File: src/inc/alarm_pkg.sv
// constants for the alarm code encoder
// assumes one 20 MHz clock and synchronous active-high reset
package alarm_pkg;
	// alarm display codes, low byte of the displayed code
	localparam logic [7:0] CODE_NONE     = 8'h00;
	localparam logic [7:0] CODE_POS_OVF  = 8'hD0;
	localparam logic [7:0] CODE_NO_MOD   = 8'hE0;
	localparam logic [7:0] CODE_MOD_TO   = 8'hE1;
	localparam logic [7:0] CODE_MOD_WD   = 8'hE2;
	localparam logic [7:0] CODE_DUP_ADDR = 8'hE6;
	localparam logic [7:0] CODE_MOD_DET  = 8'hE7;
	localparam logic [7:0] CODE_SWITCH   = 8'hE8;
	localparam logic [7:0] CODE_BUS_OFF  = 8'hE9;
	localparam logic [7:0] CODE_INIT_ACC = 8'hEB;
	localparam logic [7:0] CODE_AMP_WD   = 8'hEC;
	// switch limits
	localparam logic [3:0] BAUD_MAX      = 4'h2;
	localparam logic [6:0] NODE_MAX      = 7'h3F;
	// output levels: 1 = transistor on
	localparam logic       XSTR_ON       = 1'b1;
	localparam logic       XSTR_OFF      = 1'b0;
	// reset values
	localparam logic [7:0] CODE_RESET    = 8'h00;
	localparam logic [3:0] OUT_RESET     = 4'h1;
	localparam logic [1:0] SETTLE_RESET  = 2'h0;
	// edges after release before presence is sampled through the synchroniser
	localparam logic [1:0] SETTLE_CYCLES = 2'h2;
	// amplifier watchdog output pattern, code bits 1..3 then summary
	localparam logic [3:0] PAT_AMP_WD    = 4'h6;
endpackage : alarm_pkg

File: src/verilog/sync2.sv
// two flip-flop synchroniser, one per bit
// assumes the inputs are asynchronous to ref_clk
`timescale 1ns/1ns
module sync2 #(
	parameter int WIDTH = 1
) (
	input  wire logic             ref_clk,
	input  wire logic             reset,
	input  wire logic [WIDTH-1:0] async_in,
	output logic      [WIDTH-1:0] sync_out
);
	logic [WIDTH-1:0] meta_reg;
	logic [WIDTH-1:0] meta_next;
	logic [WIDTH-1:0] sync_reg;
	logic [WIDTH-1:0] sync_next;

	always_comb begin
		meta_next = async_in;
		sync_next = meta_reg;
	end

	always_ff @(posedge ref_clk) begin
		if (reset) begin
			meta_reg <= '0;
			sync_reg <= '0;
		end else begin
			meta_reg <= meta_next;
			sync_reg <= sync_next;
		end
	end

	assign sync_out = sync_reg;
endmodule : sync2

File: src/verilog/alarm_encoder.sv
// alarm detection and open-collector code output encoder
// assumes fault inputs arrive from outside the clock domain
`timescale 1ns/1ns
// What this block does
// - summary output alarm level is transistor off; non-alarm level is transistor on
// - position error overflow gives code bits one,two on, three off, summary off
// - missing module gives bit one off, two and three on, summary off
// - module timeout gives bit one off, two and three on, summary off
// - module watchdog fault gives bit one off, two and three on, summary off
// - duplicate node address gives bit one off, two and three on
// - module missing at power-on after earlier use latches until removal acknowledge
// - baud selector above two raises switch setting alarm
// - node address selector above 63 raises switch setting alarm
// - bus-off gives bit one off, two and three on, summary off
// - initial access failure gives bit one off, two and three on, summary off
// - amplifier watchdog check failure gives bit one off, two and three on, summary off, with its own display code
// - no alarm drives all code bits off and summary on
module alarm_encoder (
	input  wire logic       ref_clk,
	input  wire logic       reset,
	input  wire logic       position_error_overflow,
	input  wire logic       module_present,
	input  wire logic       module_previously_installed,
	input  wire logic       module_timeout,
	input  wire logic       module_watchdog_fault,
	input  wire logic       duplicate_address,
	input  wire logic [3:0] baud_rate_switch,
	input  wire logic [6:0] node_address_switch,
	input  wire logic       bus_off,
	input  wire logic       initial_access_fail,
	input  wire logic       watchdog_counter_check_fail,
	input  wire logic       module_removal_acknowledge_function,
	output logic            alarm_code_bit_one,
	output logic            alarm_code_bit_two,
	output logic            alarm_code_bit_three,
	output logic            summary_alarm_output,
	output logic            alarm_active,
	output logic [7:0]      alarm_code
);
	////////////////////////////////////////////////////////////////////////
	// input synchronisers
	// switch values are static, so per-bit synchronising is safe
	localparam int NSYNC = 21;
	logic [NSYNC-1:0] raw_in;
	logic [NSYNC-1:0] syn;

	assign raw_in = {position_error_overflow, module_present, module_previously_installed,
		module_timeout, module_watchdog_fault, duplicate_address, baud_rate_switch,
		node_address_switch, bus_off, initial_access_fail, watchdog_counter_check_fail,
		module_removal_acknowledge_function};

	sync2 #(.WIDTH(NSYNC)) u_sync (
		.ref_clk  (ref_clk),
		.reset    (reset),
		.async_in (raw_in),
		.sync_out (syn)
	);

	logic       s_pos_ovf;
	logic       s_present;
	logic       s_prev;
	logic       s_mod_to;
	logic       s_mod_wd;
	logic       s_dup;
	logic [3:0] s_baud;
	logic [6:0] s_node;
	logic       s_bus_off;
	logic       s_init;
	logic       s_amp_wd;
	logic       s_ack;

	assign {s_pos_ovf, s_present, s_prev, s_mod_to, s_mod_wd, s_dup, s_baud,
		s_node, s_bus_off, s_init, s_amp_wd, s_ack} = syn;

	////////////////////////////////////////////////////////////////////////
	// front-panel switch range check
	logic baud_bad;
	logic node_bad;

	always_comb begin
		baud_bad = (s_baud > alarm_pkg::BAUD_MAX);
		node_bad = (s_node > alarm_pkg::NODE_MAX);
	end

	////////////////////////////////////////////////////////////////////////
	// module lost since earlier use
	logic module_lost;

	always_comb begin
		module_lost = !s_present && s_prev;
	end

	////////////////////////////////////////////////////////////////////////
	// power-on check and alarm latch
	typedef enum logic [2:0] {
		ST_START   = 3'b001,
		ST_RUN     = 3'b010,
		ST_DET_ERR = 3'b100
	} state_t;

	state_t     state_reg;
	state_t     state_next;
	logic [1:0] settle_reg;
	logic [1:0] settle_next;
	logic [7:0] code_reg;
	logic [7:0] code_next;
	logic [3:0] out_reg;
	logic [3:0] out_next;
	logic [7:0] new_code;
	logic [3:0] new_pat;

	// priority encoder of live faults
	always_comb begin
		new_code = alarm_pkg::CODE_NONE;
		new_pat  = {alarm_pkg::XSTR_OFF, alarm_pkg::XSTR_OFF, alarm_pkg::XSTR_OFF,
			alarm_pkg::XSTR_ON};
		if (s_pos_ovf) begin
			new_code = alarm_pkg::CODE_POS_OVF;
			new_pat  = {alarm_pkg::XSTR_ON, alarm_pkg::XSTR_ON, alarm_pkg::XSTR_OFF,
				alarm_pkg::XSTR_OFF};
		end else if (!s_present) begin
			new_code = alarm_pkg::CODE_NO_MOD;
		end else if (s_mod_to) begin
			new_code = alarm_pkg::CODE_MOD_TO;
		end else if (s_mod_wd) begin
			new_code = alarm_pkg::CODE_MOD_WD;
		end else if (s_dup) begin
			new_code = alarm_pkg::CODE_DUP_ADDR;
		end else if (baud_bad) begin
			new_code = alarm_pkg::CODE_SWITCH;
		end else if (node_bad) begin
			new_code = alarm_pkg::CODE_SWITCH;
		end else if (s_bus_off) begin
			new_code = alarm_pkg::CODE_BUS_OFF;
		end else if (s_init) begin
			new_code = alarm_pkg::CODE_INIT_ACC;
		end else if (s_amp_wd) begin
			new_code = alarm_pkg::CODE_AMP_WD;
			new_pat  = alarm_pkg::PAT_AMP_WD;
		end
		if (new_code != alarm_pkg::CODE_NONE && new_code != alarm_pkg::CODE_POS_OVF &&
			new_code != alarm_pkg::CODE_AMP_WD) begin
			new_pat = {alarm_pkg::XSTR_OFF, alarm_pkg::XSTR_ON, alarm_pkg::XSTR_ON,
				alarm_pkg::XSTR_OFF};
		end
	end

	always_comb begin
		state_next  = state_reg;
		settle_next = settle_reg;
		code_next   = code_reg;
		out_next    = out_reg;
		case (state_reg)
			ST_START: begin
				// both synchroniser stages must fill before presence is trusted
				if (settle_reg != alarm_pkg::SETTLE_CYCLES) begin
					settle_next = settle_reg + 2'h1;
				end else if (module_lost) begin
					state_next = ST_DET_ERR;
					code_next  = alarm_pkg::CODE_MOD_DET;
					out_next   = {alarm_pkg::XSTR_OFF, alarm_pkg::XSTR_ON,
						alarm_pkg::XSTR_ON, alarm_pkg::XSTR_OFF};
				end else begin
					state_next = ST_RUN;
				end
			end
			ST_RUN: begin
				if (code_reg == alarm_pkg::CODE_NONE) begin
					code_next = new_code;
					out_next  = new_pat;
				end
			end
			ST_DET_ERR: begin
				if (s_ack) begin
					state_next = ST_RUN;
					code_next  = alarm_pkg::CODE_NONE;
					out_next   = alarm_pkg::OUT_RESET & {alarm_pkg::XSTR_OFF,
						alarm_pkg::XSTR_OFF, alarm_pkg::XSTR_OFF, alarm_pkg::XSTR_ON};
				end
			end
			default: begin
				state_next = ST_START;
			end
		endcase
	end

	always_ff @(posedge ref_clk) begin
		if (reset) begin
			state_reg  <= ST_START;
			settle_reg <= alarm_pkg::SETTLE_RESET;
			code_reg   <= alarm_pkg::CODE_RESET;
			out_reg    <= alarm_pkg::OUT_RESET;
		end else begin
			state_reg  <= state_next;
			settle_reg <= settle_next;
			code_reg   <= code_next;
			out_reg    <= out_next;
		end
	end

	////////////////////////////////////////////////////////////////////////
	// outputs
	logic active_reg;
	logic active_next;

	// tracks the latched code on the same edge
	always_comb begin
		active_next = (code_next != alarm_pkg::CODE_NONE);
	end

	always_ff @(posedge ref_clk) begin
		if (reset) begin
			active_reg <= 1'b0;
		end else begin
			active_reg <= active_next;
		end
	end

	assign alarm_code_bit_one   = out_reg[3];
	assign alarm_code_bit_two   = out_reg[2];
	assign alarm_code_bit_three = out_reg[1];
	assign summary_alarm_output = out_reg[0];
	assign alarm_active         = active_reg;
	assign alarm_code           = code_reg;
endmodule : alarm_encoder

File: config.mk
export PLATFORM = sky130hd
export DESIGN_NAME = alarm_encoder
export DESIGN_NICKNAME = d
export VERILOG_FILES = /design/src/inc/alarm_pkg.sv /design/src/verilog/sync2.sv /design/src/verilog/alarm_encoder.sv
export SDC_FILE = /design/constraint.sdc
export NUM_CORES = 1
export LEC_CHECK = 0
export ABC_AREA = 1
export ABC_CLOCK_PERIOD_IN_PS = 1600
export BUFFER_PORTS_ARGS = -buffer_cell sky130_fd_sc_hd__buf_2
export CORE_ASPECT_RATIO = 1.1
export CORE_UTILIZATION = 53
export DETAILED_ROUTE_END_ITERATION = 10
export PLACE_DENSITY = 0.76
export SLEW_MARGIN = 20
export SYNTH_ARGS = -nofsm -noshare
export SYNTH_HDL_FRONTEND = slang
export SYNTH_SLANG_ARGS = --single-unit
File: constraint.sdc
create_clock -name ref_clk -period 1.6 [get_ports ref_clk]
set_input_delay 0.08 -clock ref_clk [delete_from_list [all_inputs] [get_ports ref_clk]]
set_output_delay 0.08 -clock ref_clk [all_outputs]
set_load 0.005 [all_outputs]
==> results of run 1 <==
-- power groups by stage --
stage               sequential (uW)  clock, uW  combinational, uW
detailed placement             1480          0               1290
CTS                            1450        666               1340
global route                   1480        717               1690
floorplan                      1480          0                950
finish                         1460        654               1540
global placement               1470          0               1260
-- Yosys cell counts (2+ instances only) --
library cell	count	share of area (%)
or2_1	2	0.64
inv_1	49	9.4
a21oi_2	2	0.89
o21ai_0	5	1.3
a21oi_1	10	2.5
o21ai_1	2	0.51
o21ai_2	2	0.89
nand3b_1	2	0.76
nor2_1	55	10
nand2_2	6	1.9
dfxtp_1	48	49
clkbuf_1	6	1.1
nand2_1	37	7.1
nand3_1	15	3.8
inv_2	6	1.1
a31oi_1	2	0.64
nor2_2	4	1.3
nand3_2	4	2.0
nor3_1	3	0.76
-- kinds of logic after synthesis --
family	count (synthesis)	share of synthesized area [%]
flip-flops	48	48.9
AO/OA/AOI/OAI	23	6.74
AND/OR/NAND/NOR	132	31.6
buffers and inverters	62	12.2
adder cells (fa/ha/maj)	1	0.636
-- layout make-up --
cell class / instances / area (sq um) / share of cell area (%)
inverter: 55 / 206 / 8.35
clock buffer: 5 / 37.5 / 1.52
clock inverter: 1 / 30.0 / 1.22
tap: 48 / 60.1 / 2.43
multi-input combinational: 156 / 818 / 33.1
sequential: 48 / 966 / 39.1
timing repair buffer: 50 / 353 / 14.3
-- metrics by stage --
stage | setup TNS [ns] | cells | total power, uW
after floorplan | 0 | 266 | 2430
after global placement | 0 | 341 | 2730
after detailed placement | -0.0282 | 341 | 2770
after CTS | 0 | 362 | 3450
after global routing | 0 | 363 | 3890
final | 0 | 363 | 3650
-- repair_timing --
action	in CTS	in global routing
hold buffers	15	0
pin swaps	0	4
endpoints found under the hold margin	15	0
buffers inserted	0	1
endpoints found under the setup margin	1	2
gates cloned	0	0
gates resized for setup	1	20
-- worst paths after layout --
path                  startpoint                  end  slack [ns]  depth (start not counted)
max                alarm_code[1]         alarm_active        0.08                         10
min                        reset  u_sync.meta_reg[13]        0.10                          2
max reg2reg        alarm_code[1]         alarm_active        0.08                         10
min reg2reg  u_sync.meta_reg[20]  u_sync.sync_out[20]        0.41                          2
-- per-layer routing --
layer	GRT usage (%)	vias up	part of all wire [%]
met1	25.6	749	46
li1	-	896	-
met4	7.85	0	1.5
met5	0	-	0
met2	36.8	38	48
met3	6.46	7	4.2
-- worst register-to-register path: stages (launching register included) --
cell and delay (ns):
dfxtp_2 0.36, nor2_2 0.14, nand2_2 0.11, o21ai_4 0.20, nand3_2 0.14, nand2_1 0.10, nand2_1 0.06, nor2_2 0.09
nand3_2 0.06, nor2_1 0.10, nor2_1 0.04
==> summary.txt, run 1 <==
Finish
  – Fin area: 2470 sq um
  – Share of cells above drive strength 1: 27.0%
  – FILL cells: 293
  – # diodes: 0
  – Post-layout net count: 340
  – Most frequent cells in the layout: nor2_1 (49), inv_1 (48), dfxtp_1 (44)
  – Most common cell after layout, fill and taps aside: nor2_1
  – P&R area growth vs syn: 25.6%
  – Layout Utilization: 71.8%

Synth
  – Post-Syn Instances: 266
  – Commonest register cell after synthesis: dfxtp_1
  – Register area share after synthesis: 48.9%
  – Syn nets: 290
  – Post-synthesis async set-or-reset flop share: 0%
  – Yosys reg bits: between 40 and 50
  – Syn avg cell area: 7.39 sq um
  – Mapped Area: 1970 sq um
  – Synth warn: 0
  – Post-synth EDFFs: 0
  – Count of cell types in the netlist: 25

Timing
  – Max Slew Vio Count: 0
  – Post-layout minimum cycle time: 1.52 ns
  – Setup ws final: 0.0815 ns
  – Hold Fails Final Rpt: 0
  – Maximum clock rate: 659 MHz
  – Hold Slack: roughly 0.10 ns
  – Setup violations, final: 0
  – Worst Clk Skew: 0.00729 ns
  – Unrepaired setup endpoints after global routing: no
  – Worst-Margin Slew: 0.338 ns
  – Period Utilization, post-route: 94.9%
  – Max-slew headroom: between 70 and 80%

Power and ir drop
  – Int Power: between 2000 and 2500 uW
  – Sw Share: 36.6%
  – Clock power frac: 17.9%
  – Sequential share of power: 40.0%
  – Logic pwr share: 42.1%
  – P_sw: 1340 uW
  – VDD IR max: roughly 0.79 mV
  – Leakage power: roughly 0.0013 uW
  – PwrDens: 1480 nW/um^2

Setup path
  – Critical path cell sequence: nor2_2 -> nand2_2 -> o21ai_4 -> nand3_2 -> nand2_1 -> nand2_1 -> nor2_2 -> nand3_2 -> nor2_1 -> nor2_1
  – Crit Path Max Fanout: 4
  – Critical path data required time: 1.84 ns
  – Critical path class: reg -> reg
  – Crit path arrival time: 1.76 ns
  – Startpoint types: flip-flop
  – Top delay family on crit path: simple AND/OR/NAND/NOR gates
  – Slowest stage delay, CP: 0.36 ns
  – Crit end category: flip-flop
  – Crit path max-delay cell type: dfxtp_2
  – WP buf/inv: 0

Place
  – Placer Congestion: 0.902
  – Dpl cell area: about 2200 sq um
  – Setup slack at placement: -0.0282 ns
  – Post-DP HPWL: 2.58 mm
  – Port-buffer cells: 29

Detailed routing
  – Routed WL: roughly 3.8 mm
  – Via count: 1690
  – Routed Antenna Nets: 0
  – TritonRoute pass-1 iters: 4
  – Residual DRC count: 0
  – First-iteration detailed-routing DRC count: 94
  – Routed vias/inst: 4.66
  – WL/cell: ~10 um

Clocking
  – Worst-case clock buffer depth: 2
  – CTS root buffer: clkbuf_4
  – CTS tree: done
  – CTS sink count: 48
  – TritonCTS Buffers: 5
  – Worst-Skew Late Latency: approximately 0.34 ns
  – H-Tree Depth: 2
  – Worst-path clk slew: 0.13 ns

Global routing
  – Largest net degree at the start of global routing: 22
  – First-pass GRT wire length: about 6.4 mm
  – Total gr overflow: 0
  – Vias in the first global route: 1562
  – Initial antenna violation count: 0
  – Overall global routing resource usage: between 20% and 30%

Floorplan
  – Boundary Pins: 36
  – Die height: 65.9 um
  – Core ar.: between 3000 and 4000 sq um
  – Initial Utilization: 57.2%
  – Num rows: 22
  – Die W: 60.1 um
  – Die ar.: 3960 sq um

Job
  – Max_cap viols: 0

Outcome
  – Status: complete, no violations

Worst hold path
  – Hold WC Path Type: in -> reg
(Power assumes the default switching activity.)
==> run 2: changes to the inputs <==
- GPL_TIMING_DRIVEN: default -> 0
==> summary.txt, run 2 (synthesis results as in run 1) <==
Detailed routing
  – Via count: 1708 (+1.1%)
  – First-iteration detailed-routing DRC count: 81 (-14%)
  – Routed vias/inst: 4.65 (about the same)
  – Routed Antenna Nets: 0 (unchanged)
  – WL/cell: 11.6 um (+12%)
  – Residual DRC count: 0 (unchanged)
  – Routed WL: 4.26 mm (+13%)
  – TritonRoute pass-1 iters: 5 (+1)

Timing
  – Post-layout minimum cycle time: 1.62 ns (+0.103 ns)
  – Worst Clk Skew: 0.0105 ns (+0.00322 ns)
  – Hold Fails Final Rpt: 0 (unchanged)
  – Setup violations, final: 1 (+1)
  – Unrepaired setup endpoints after global routing: yes
  – Period Utilization, post-route: 101% (+6.4 points)
  – Max Slew Vio Count: 0 (unchanged)
  – Maximum clock rate: 617 MHz (-6.4%)
  – Worst-Margin Slew: 0.439 ns (+0.101 ns)
  – Setup ws final: -0.0216 ns (-0.103 ns)
  – Max-slew headroom: 70.7% (-6.7 points)

Power and ir drop
  – VDD IR max: 1.01 mV (+27%)
  – PwrDens: 1460 nW/um^2 (-1.3%)
  – Leakage power: 0.00126 uW (about the same)
  – Sequential share of power: 40.5% (+0.5 points)
  – Clock power frac: 18.1% (+0.2 points)
  – Sw Share: 38.1% (+1.5 points)
  – Int Power: 2290 uW (-1.1%)
  – P_sw: 1410 uW (+5.5%)
  – Logic pwr share: 41.4% (-0.7 points)

Outcome
  – Status: complete, but fails checks
  – Failing checks: setup timing

Setup path
  – Critical path class: reg -> reg
  – Crit Path Max Fanout: 6 (+2)
  – FF-to-FF setup slack: -0.02 ns (-0.10 ns)
  – WP buf/inv: 2 (+2)
  – Critical path cell sequence: inv_2 -> ha_4 -> nand3_2 -> or2_1 -> buf_6 -> nand2_4 -> a21oi_2 -> nand2_1 -> nand2_2 -> nand3_2 -> nor2_2 -> nor2_1
  – Crit end category: flip-flop
  – Top delay family on crit path: simple AND/OR/NAND/NOR gates
  – Startpoint types: flip-flop
  – Crit path max-delay cell type: dfxtp_2
  – Crit path arrival time: 1.87 ns (+0.11 ns)
  – Crit-path most repeated cell: nand3_2
  – Slowest stage delay, CP: 0.34 ns (-0.02 ns)
  – Critical path data required time: 1.85 ns (about the same)

Floorplan
  – Die W: 60.1 um (unchanged)
  – Core ar.: 3440 sq um (unchanged)
  – Num rows: 22 (unchanged)
  – Die ar.: 3960 sq um (unchanged)
  – Initial Utilization: 57.2% (unchanged)
  – Boundary Pins: 36 (unchanged)
  – Die height: 65.9 um (unchanged)

Clocking
  – CTS sink count: 48 (unchanged)
  – Worst-path clk slew: 0.12 ns (about the same)
  – TritonCTS Buffers: 5 (unchanged)
  – H-Tree Depth: 2 (unchanged)
  – Worst-case clock buffer depth: 2 (unchanged)
  – Worst-Skew Late Latency: 0.37 ns (+0.03 ns)
  – CTS tree: done
  – CTS root buffer: clkbuf_4

Finish
  – Fin area: 2540 sq um (+2.7%)
  – Post-layout net count: 344 (+1.2%)
  – Share of cells above drive strength 1: 30.1% (+3.1 points)
  – FILL cells: 262 (-11%)
  – Most common cell after layout, fill and taps aside: inv_1
  – Finished Layout Cells: 367 (+1.1%)
  – Most frequent cells in the layout: inv_1 (48), nor2_1 (47), dfxtp_1 (38)
  – # diodes: 0 (unchanged)
  – P&R area growth vs syn: 29.1%

Place
  – Port-buffer cells: 28 (-3.4%)
  – Placer Congestion: 0.850 (-5.7%)
  – Dpl cell area: 2170 sq um (-0.40%)
  – Placed cell count: 342 (+0.29%)
  – Setup slack at placement: -0.0359 ns (-0.00766 ns)
  – Post-DP HPWL: 2.69 mm (+4.1%)

Global routing
  – Total gr overflow: 0 (unchanged)
  – Overall global routing resource usage: 23.9% (+2.1 points)
  – Largest net degree at the start of global routing: 14 (-36%)
  – Vias in the first global route: 1575 (+0.83%)
  – First-pass GRT wire length: 6.71 mm (+5.4%)
  – Initial antenna violation count: 0 (unchanged)

Job
  – Max_cap viols: 0 (unchanged)

Worst hold path
  – Hold WC Path Type: in -> reg
==> run 2: changes by cell type in the layout (fill, tap and decap cells not counted), moves of 3 or more <==
cell	before	now
nand2_2	9	13
dfxtp_2	4	8
clkbuf_1	0	6
nand2_1	33	30
dfxtp_1	44	38
nor2_4	2	5
==> run 2: final cells by class <==
class                   count  area (sq um)  share of cell area [%]
plain buffers               7          33.8                    1.33
clock buffers               5          37.5                    1.48
clock inverters             1          30.0                    1.18
inverters                  55           209                    8.23
multi-input cells         156           870                    34.3
flip-flops and latches     48           978                    38.5
well taps                  48          60.1                    2.37
repair buffers             47           320                    12.6
==> run 2: stage by stage <==
stage / hold slack, ns / setup TNS (ns) / utilization, % / total power (uW)
global placement: 0.278 / -0.0435 / 63.0 / 2700
detailed placement: 0.286 / -0.0359 / 63.0 / 2720
finish: 0.0952 / -0.0216 / 73.8 / 3700
floorplan: 0.187 / 0 / - / 2430
CTS: 0.0785 / 0 / 69.8 / 3450
global route: 0.0963 / -0.134 / 73.8 / 3970
==> run 2: timing repair <==
item | in CTS | in global routing
pin swaps | 1 | 9
setup buffers | 1 | 3
resized for setup | 4 | 37
hold buffers | 15 | 0
hold endpoints to repair | 15 | 0
setup endpoints to repair | 1 | 2
==> run 2: final timing paths <==
check                        to                from  cells past startpoint
max                alarm_active       settle_reg[0]                     12
min               alarm_code[2]               reset                      2
max reg2reg        alarm_active       settle_reg[0]                     12
min reg2reg  u_sync.sync_out[0]  u_sync.meta_reg[0]                      2
==> run 2: metal layers <==
metal,global-route usage [%],wire (um),up-vias
met1,26.2,1840,759
met5,0,0,-
met2,41.7,2170,35
li1,-,-,905
met4,11.9,93,0
met3,6.07,160,9
==> run 2: power by group through the flow <==
| stage | combinational [uW] | clock [uW] | sequential (uW) |
|---|---|---|---|
| floorplan | 950 | 0 | 1480 |
| global placement | 1220 | 0 | 1480 |
| detailed placement | 1240 | 0 | 1490 |
| CTS | 1310 | 681 | 1460 |
| global route | 1720 | 738 | 1520 |
| finish | 1530 | 672 | 1500 |
==> run 3: changes to the inputs <==
- CELL_PAD_IN_SITES_DETAIL_PLACEMENT: default -> 0
- CELL_PAD_IN_SITES_GLOBAL_PLACEMENT: default -> 1
- CORE_UTILIZATION: 53 -> 38
- PLACE_DENSITY: 0.76 -> 0.75
==> summary.txt, run 3 (synthesis results as in run 1) <==
Place
  – Setup slack at placement: 0.00937 ns (+0.0453 ns)
  – Post-DP HPWL: 2.84 mm (+5.5%)
  – Placer Congestion: 0.767 (-9.8%)
  – Port-buffer cells: 28 (unchanged)
  – Dpl cell area: 2180 sq um (+0.58%)

Floorplan
  – Num rows: 27 (+23%)
  – Core ar.: 5000 sq um (+45%)
  – Die ar.: 5470 sq um (+38%)
  – Boundary Pins: 36 (unchanged)
  – Die W: 70.6 um (+17%)
  – Die height: 77.5 um (+18%)
  – Initial Utilization: 39.3% (-18 points)

Detailed routing
  – Routed Antenna Nets: 0 (unchanged)
  – Via count: 1650 (-3.4%)
  – TritonRoute pass-1 iters: 7 (+2)
  – Routed WL: 3.89 mm (-8.8%)
  – Routed vias/inst: 4.35 (-6.5%)
  – Residual DRC count: 6 (+6)
  – First-iteration detailed-routing DRC count: 50 (-38%)
  – WL/cell: 10.3 um (-12%)

Power and ir drop
  – Leakage power: 0.00127 uW (+0.93%)
  – PwrDens: 1440 nW/um^2 (-1.4%)
  – VDD IR max: 0.708 mV (-30%)

Setup path
  – Worst R2R Start: alarm_code[3]
  – Crit Path Max Fanout: 4 (-2)
  – Crit path arrival time: 1.70 ns (-0.17 ns)
  – CP startpoint: alarm_code[3]
  – Critical path data required time: 1.78 ns (-0.07 ns)
  – Critical path cell sequence: nor2_4 -> nand2_2 -> o21ai_4 -> nand3_4 -> nand2_1 -> nand3_1 -> nor2_1 -> nand2_1 -> nor2_1 -> nor2_1
  – Slowest stage delay, CP: 0.37 ns (+0.03 ns)
  – Crit-path most repeated cell: nor2_1
  – Startpoint types: flip-flop
  – Crit end category: flip-flop
  – Crit path max-delay cell type: dfxtp_1
  – Critical path class: reg -> reg

Timing
  – Hold Fails Final Rpt: 0 (unchanged)
  – Setup violations, final: 0 (-1)
  – Max Slew Vio Count: 0 (unchanged)
  – Period Utilization, post-route: 95.1% (-6.3 points)
  – Unrepaired setup endpoints after global routing: yes
  – Worst Clk Skew: 0.00232 ns (-0.00819 ns)
  – Hold Slack: 0.130 ns (+0.0345 ns)
  – Worst-Margin Slew: 0.531 ns (+0.0917 ns)
  – Maximum clock rate: 657 MHz (+6.6%)
  – Total Negative Setup Slacks: 0 ns (+0.0216 ns)
  – Setup ws final: 0.0790 ns (+0.101 ns)
  – Max-slew headroom: 64.6% (-6.1 points)
  – Post-layout minimum cycle time: 1.52 ns (-0.101 ns)

Outcome
  – Status: complete, but fails checks
  – Failing checks: DRC

Clocking
  – CTS tree: done
  – H-Tree Depth: 2 (unchanged)
  – Worst-case clock buffer depth: 2 (unchanged)
  – Worst-Skew Late Latency: 0.30 ns (-0.07 ns)
  – Worst-path clk slew: 0.09 ns (-0.03 ns)
  – CTS root buffer: clkbuf_8
  – CTS sink count: 48 (unchanged)
  – TritonCTS Buffers: 5 (unchanged)

Worst hold path
  – Hold WC Path Type: in -> reg
  – Hold Startpoint: reset

Global routing
  – Initial antenna violation count: 0 (unchanged)
  – Overall global routing resource usage: 15.6% (-8.3 points)
  – Vias in the first global route: 1577 (+0.13%)
  – Total gr overflow: 0 (unchanged)
  – First-pass GRT wire length: 6.68 mm (-0.51%)
  – Largest net degree at the start of global routing: 17 (+3)

Finish
  – Post-layout net count: 344 (unchanged)
  – # diodes: 0 (unchanged)
  – Most common cell after layout, fill and taps aside: nor2_1
  – P&R area growth vs syn: 29.7%
  – FILL cells: 498 (+90%)
  – Most frequent cells in the layout: nor2_1 (49), inv_1 (47), dfxtp_1 (37)
  – Area of the multi-input gates: 841 sq um (-3.3%)
  – Share of cells above drive strength 1: 29.6% (-0.50 points)
  – Layout Utilization: 51.0% (-23 points)
  – Fin area: 2550 sq um (+0.49%)
  – Sequential cell area: 975 sq um (-0.38%)

Job
  – Max_cap viols: 0 (unchanged)
==> run 3: changes by cell type in the layout (fill, tap and decap cells not counted), sizes merged <==
cell    delta
bufinv     -1
clkbuf     +1
inv        +2
==> run 3: final cells by class <==
| type | instances | area share (%) |
|---|---|---|
| inverters | 55 | 8.19 |
| clock buffers | 6 | 3.24 |
| clock inverters | 2 | 0.687 |
| plain buffers | 7 | 1.32 |
| flip-flops and latches | 48 | 38.2 |
| well taps | 58 | 2.84 |
| repair buffers | 47 | 12.6 |
| multi-input cells | 156 | 33.0 |
==> run 3: power breakdown <==
part	switching (uW)	internal, uW
Clock	421	362
Combinational	838	565
Sequential	112	1370
==> run 3: final timing paths <==
check,to,slack (ns),cells past startpoint
setup reg to reg,alarm_active,0.08,10
setup / recovery,alarm_active,0.08,10
hold / removal,alarm_code[2],0.13,2
hold reg to reg,u_sync.sync_out[1],0.41,2
==> run 3: per-layer routing <==
layer | wire length (um) | GRT usage [%] | vias up
met3 | 129 | 3.90 | 4
met2 | 1900 | 28.3 | 27
li1 | - | - | 907
met4 | 33 | 4.20 | 0
met5 | 0 | 0 | -
met1 | 1820 | 18.0 | 712
==> run 3: critical path, delay by kind of cell, from the launching register on <==
| family | cells | cell delay (ns) |
|---|---|---|
| compound gates | 1 | 0.20 |
| flops | 1 | 0.37 |
| simple gates | 9 | 0.84 |
==> run 3: stage by stage <==
| stage | power [uW] | instances |
|---|---|---|
| finish | 3670 | 379 |
| global placement | 2720 | 352 |
| CTS | 3550 | 376 |
| floorplan | 2430 | 266 |
| global route | 3960 | 379 |
| detailed placement | 2730 | 352 |
==> run 3: timing repair <==
item	in CTS	in global routing
setup endpoints to repair	1	2
hold endpoints to repair	15	0
resized for setup	0	33
pin swaps	0	8
hold buffers	15	0
buffers inserted	1	3
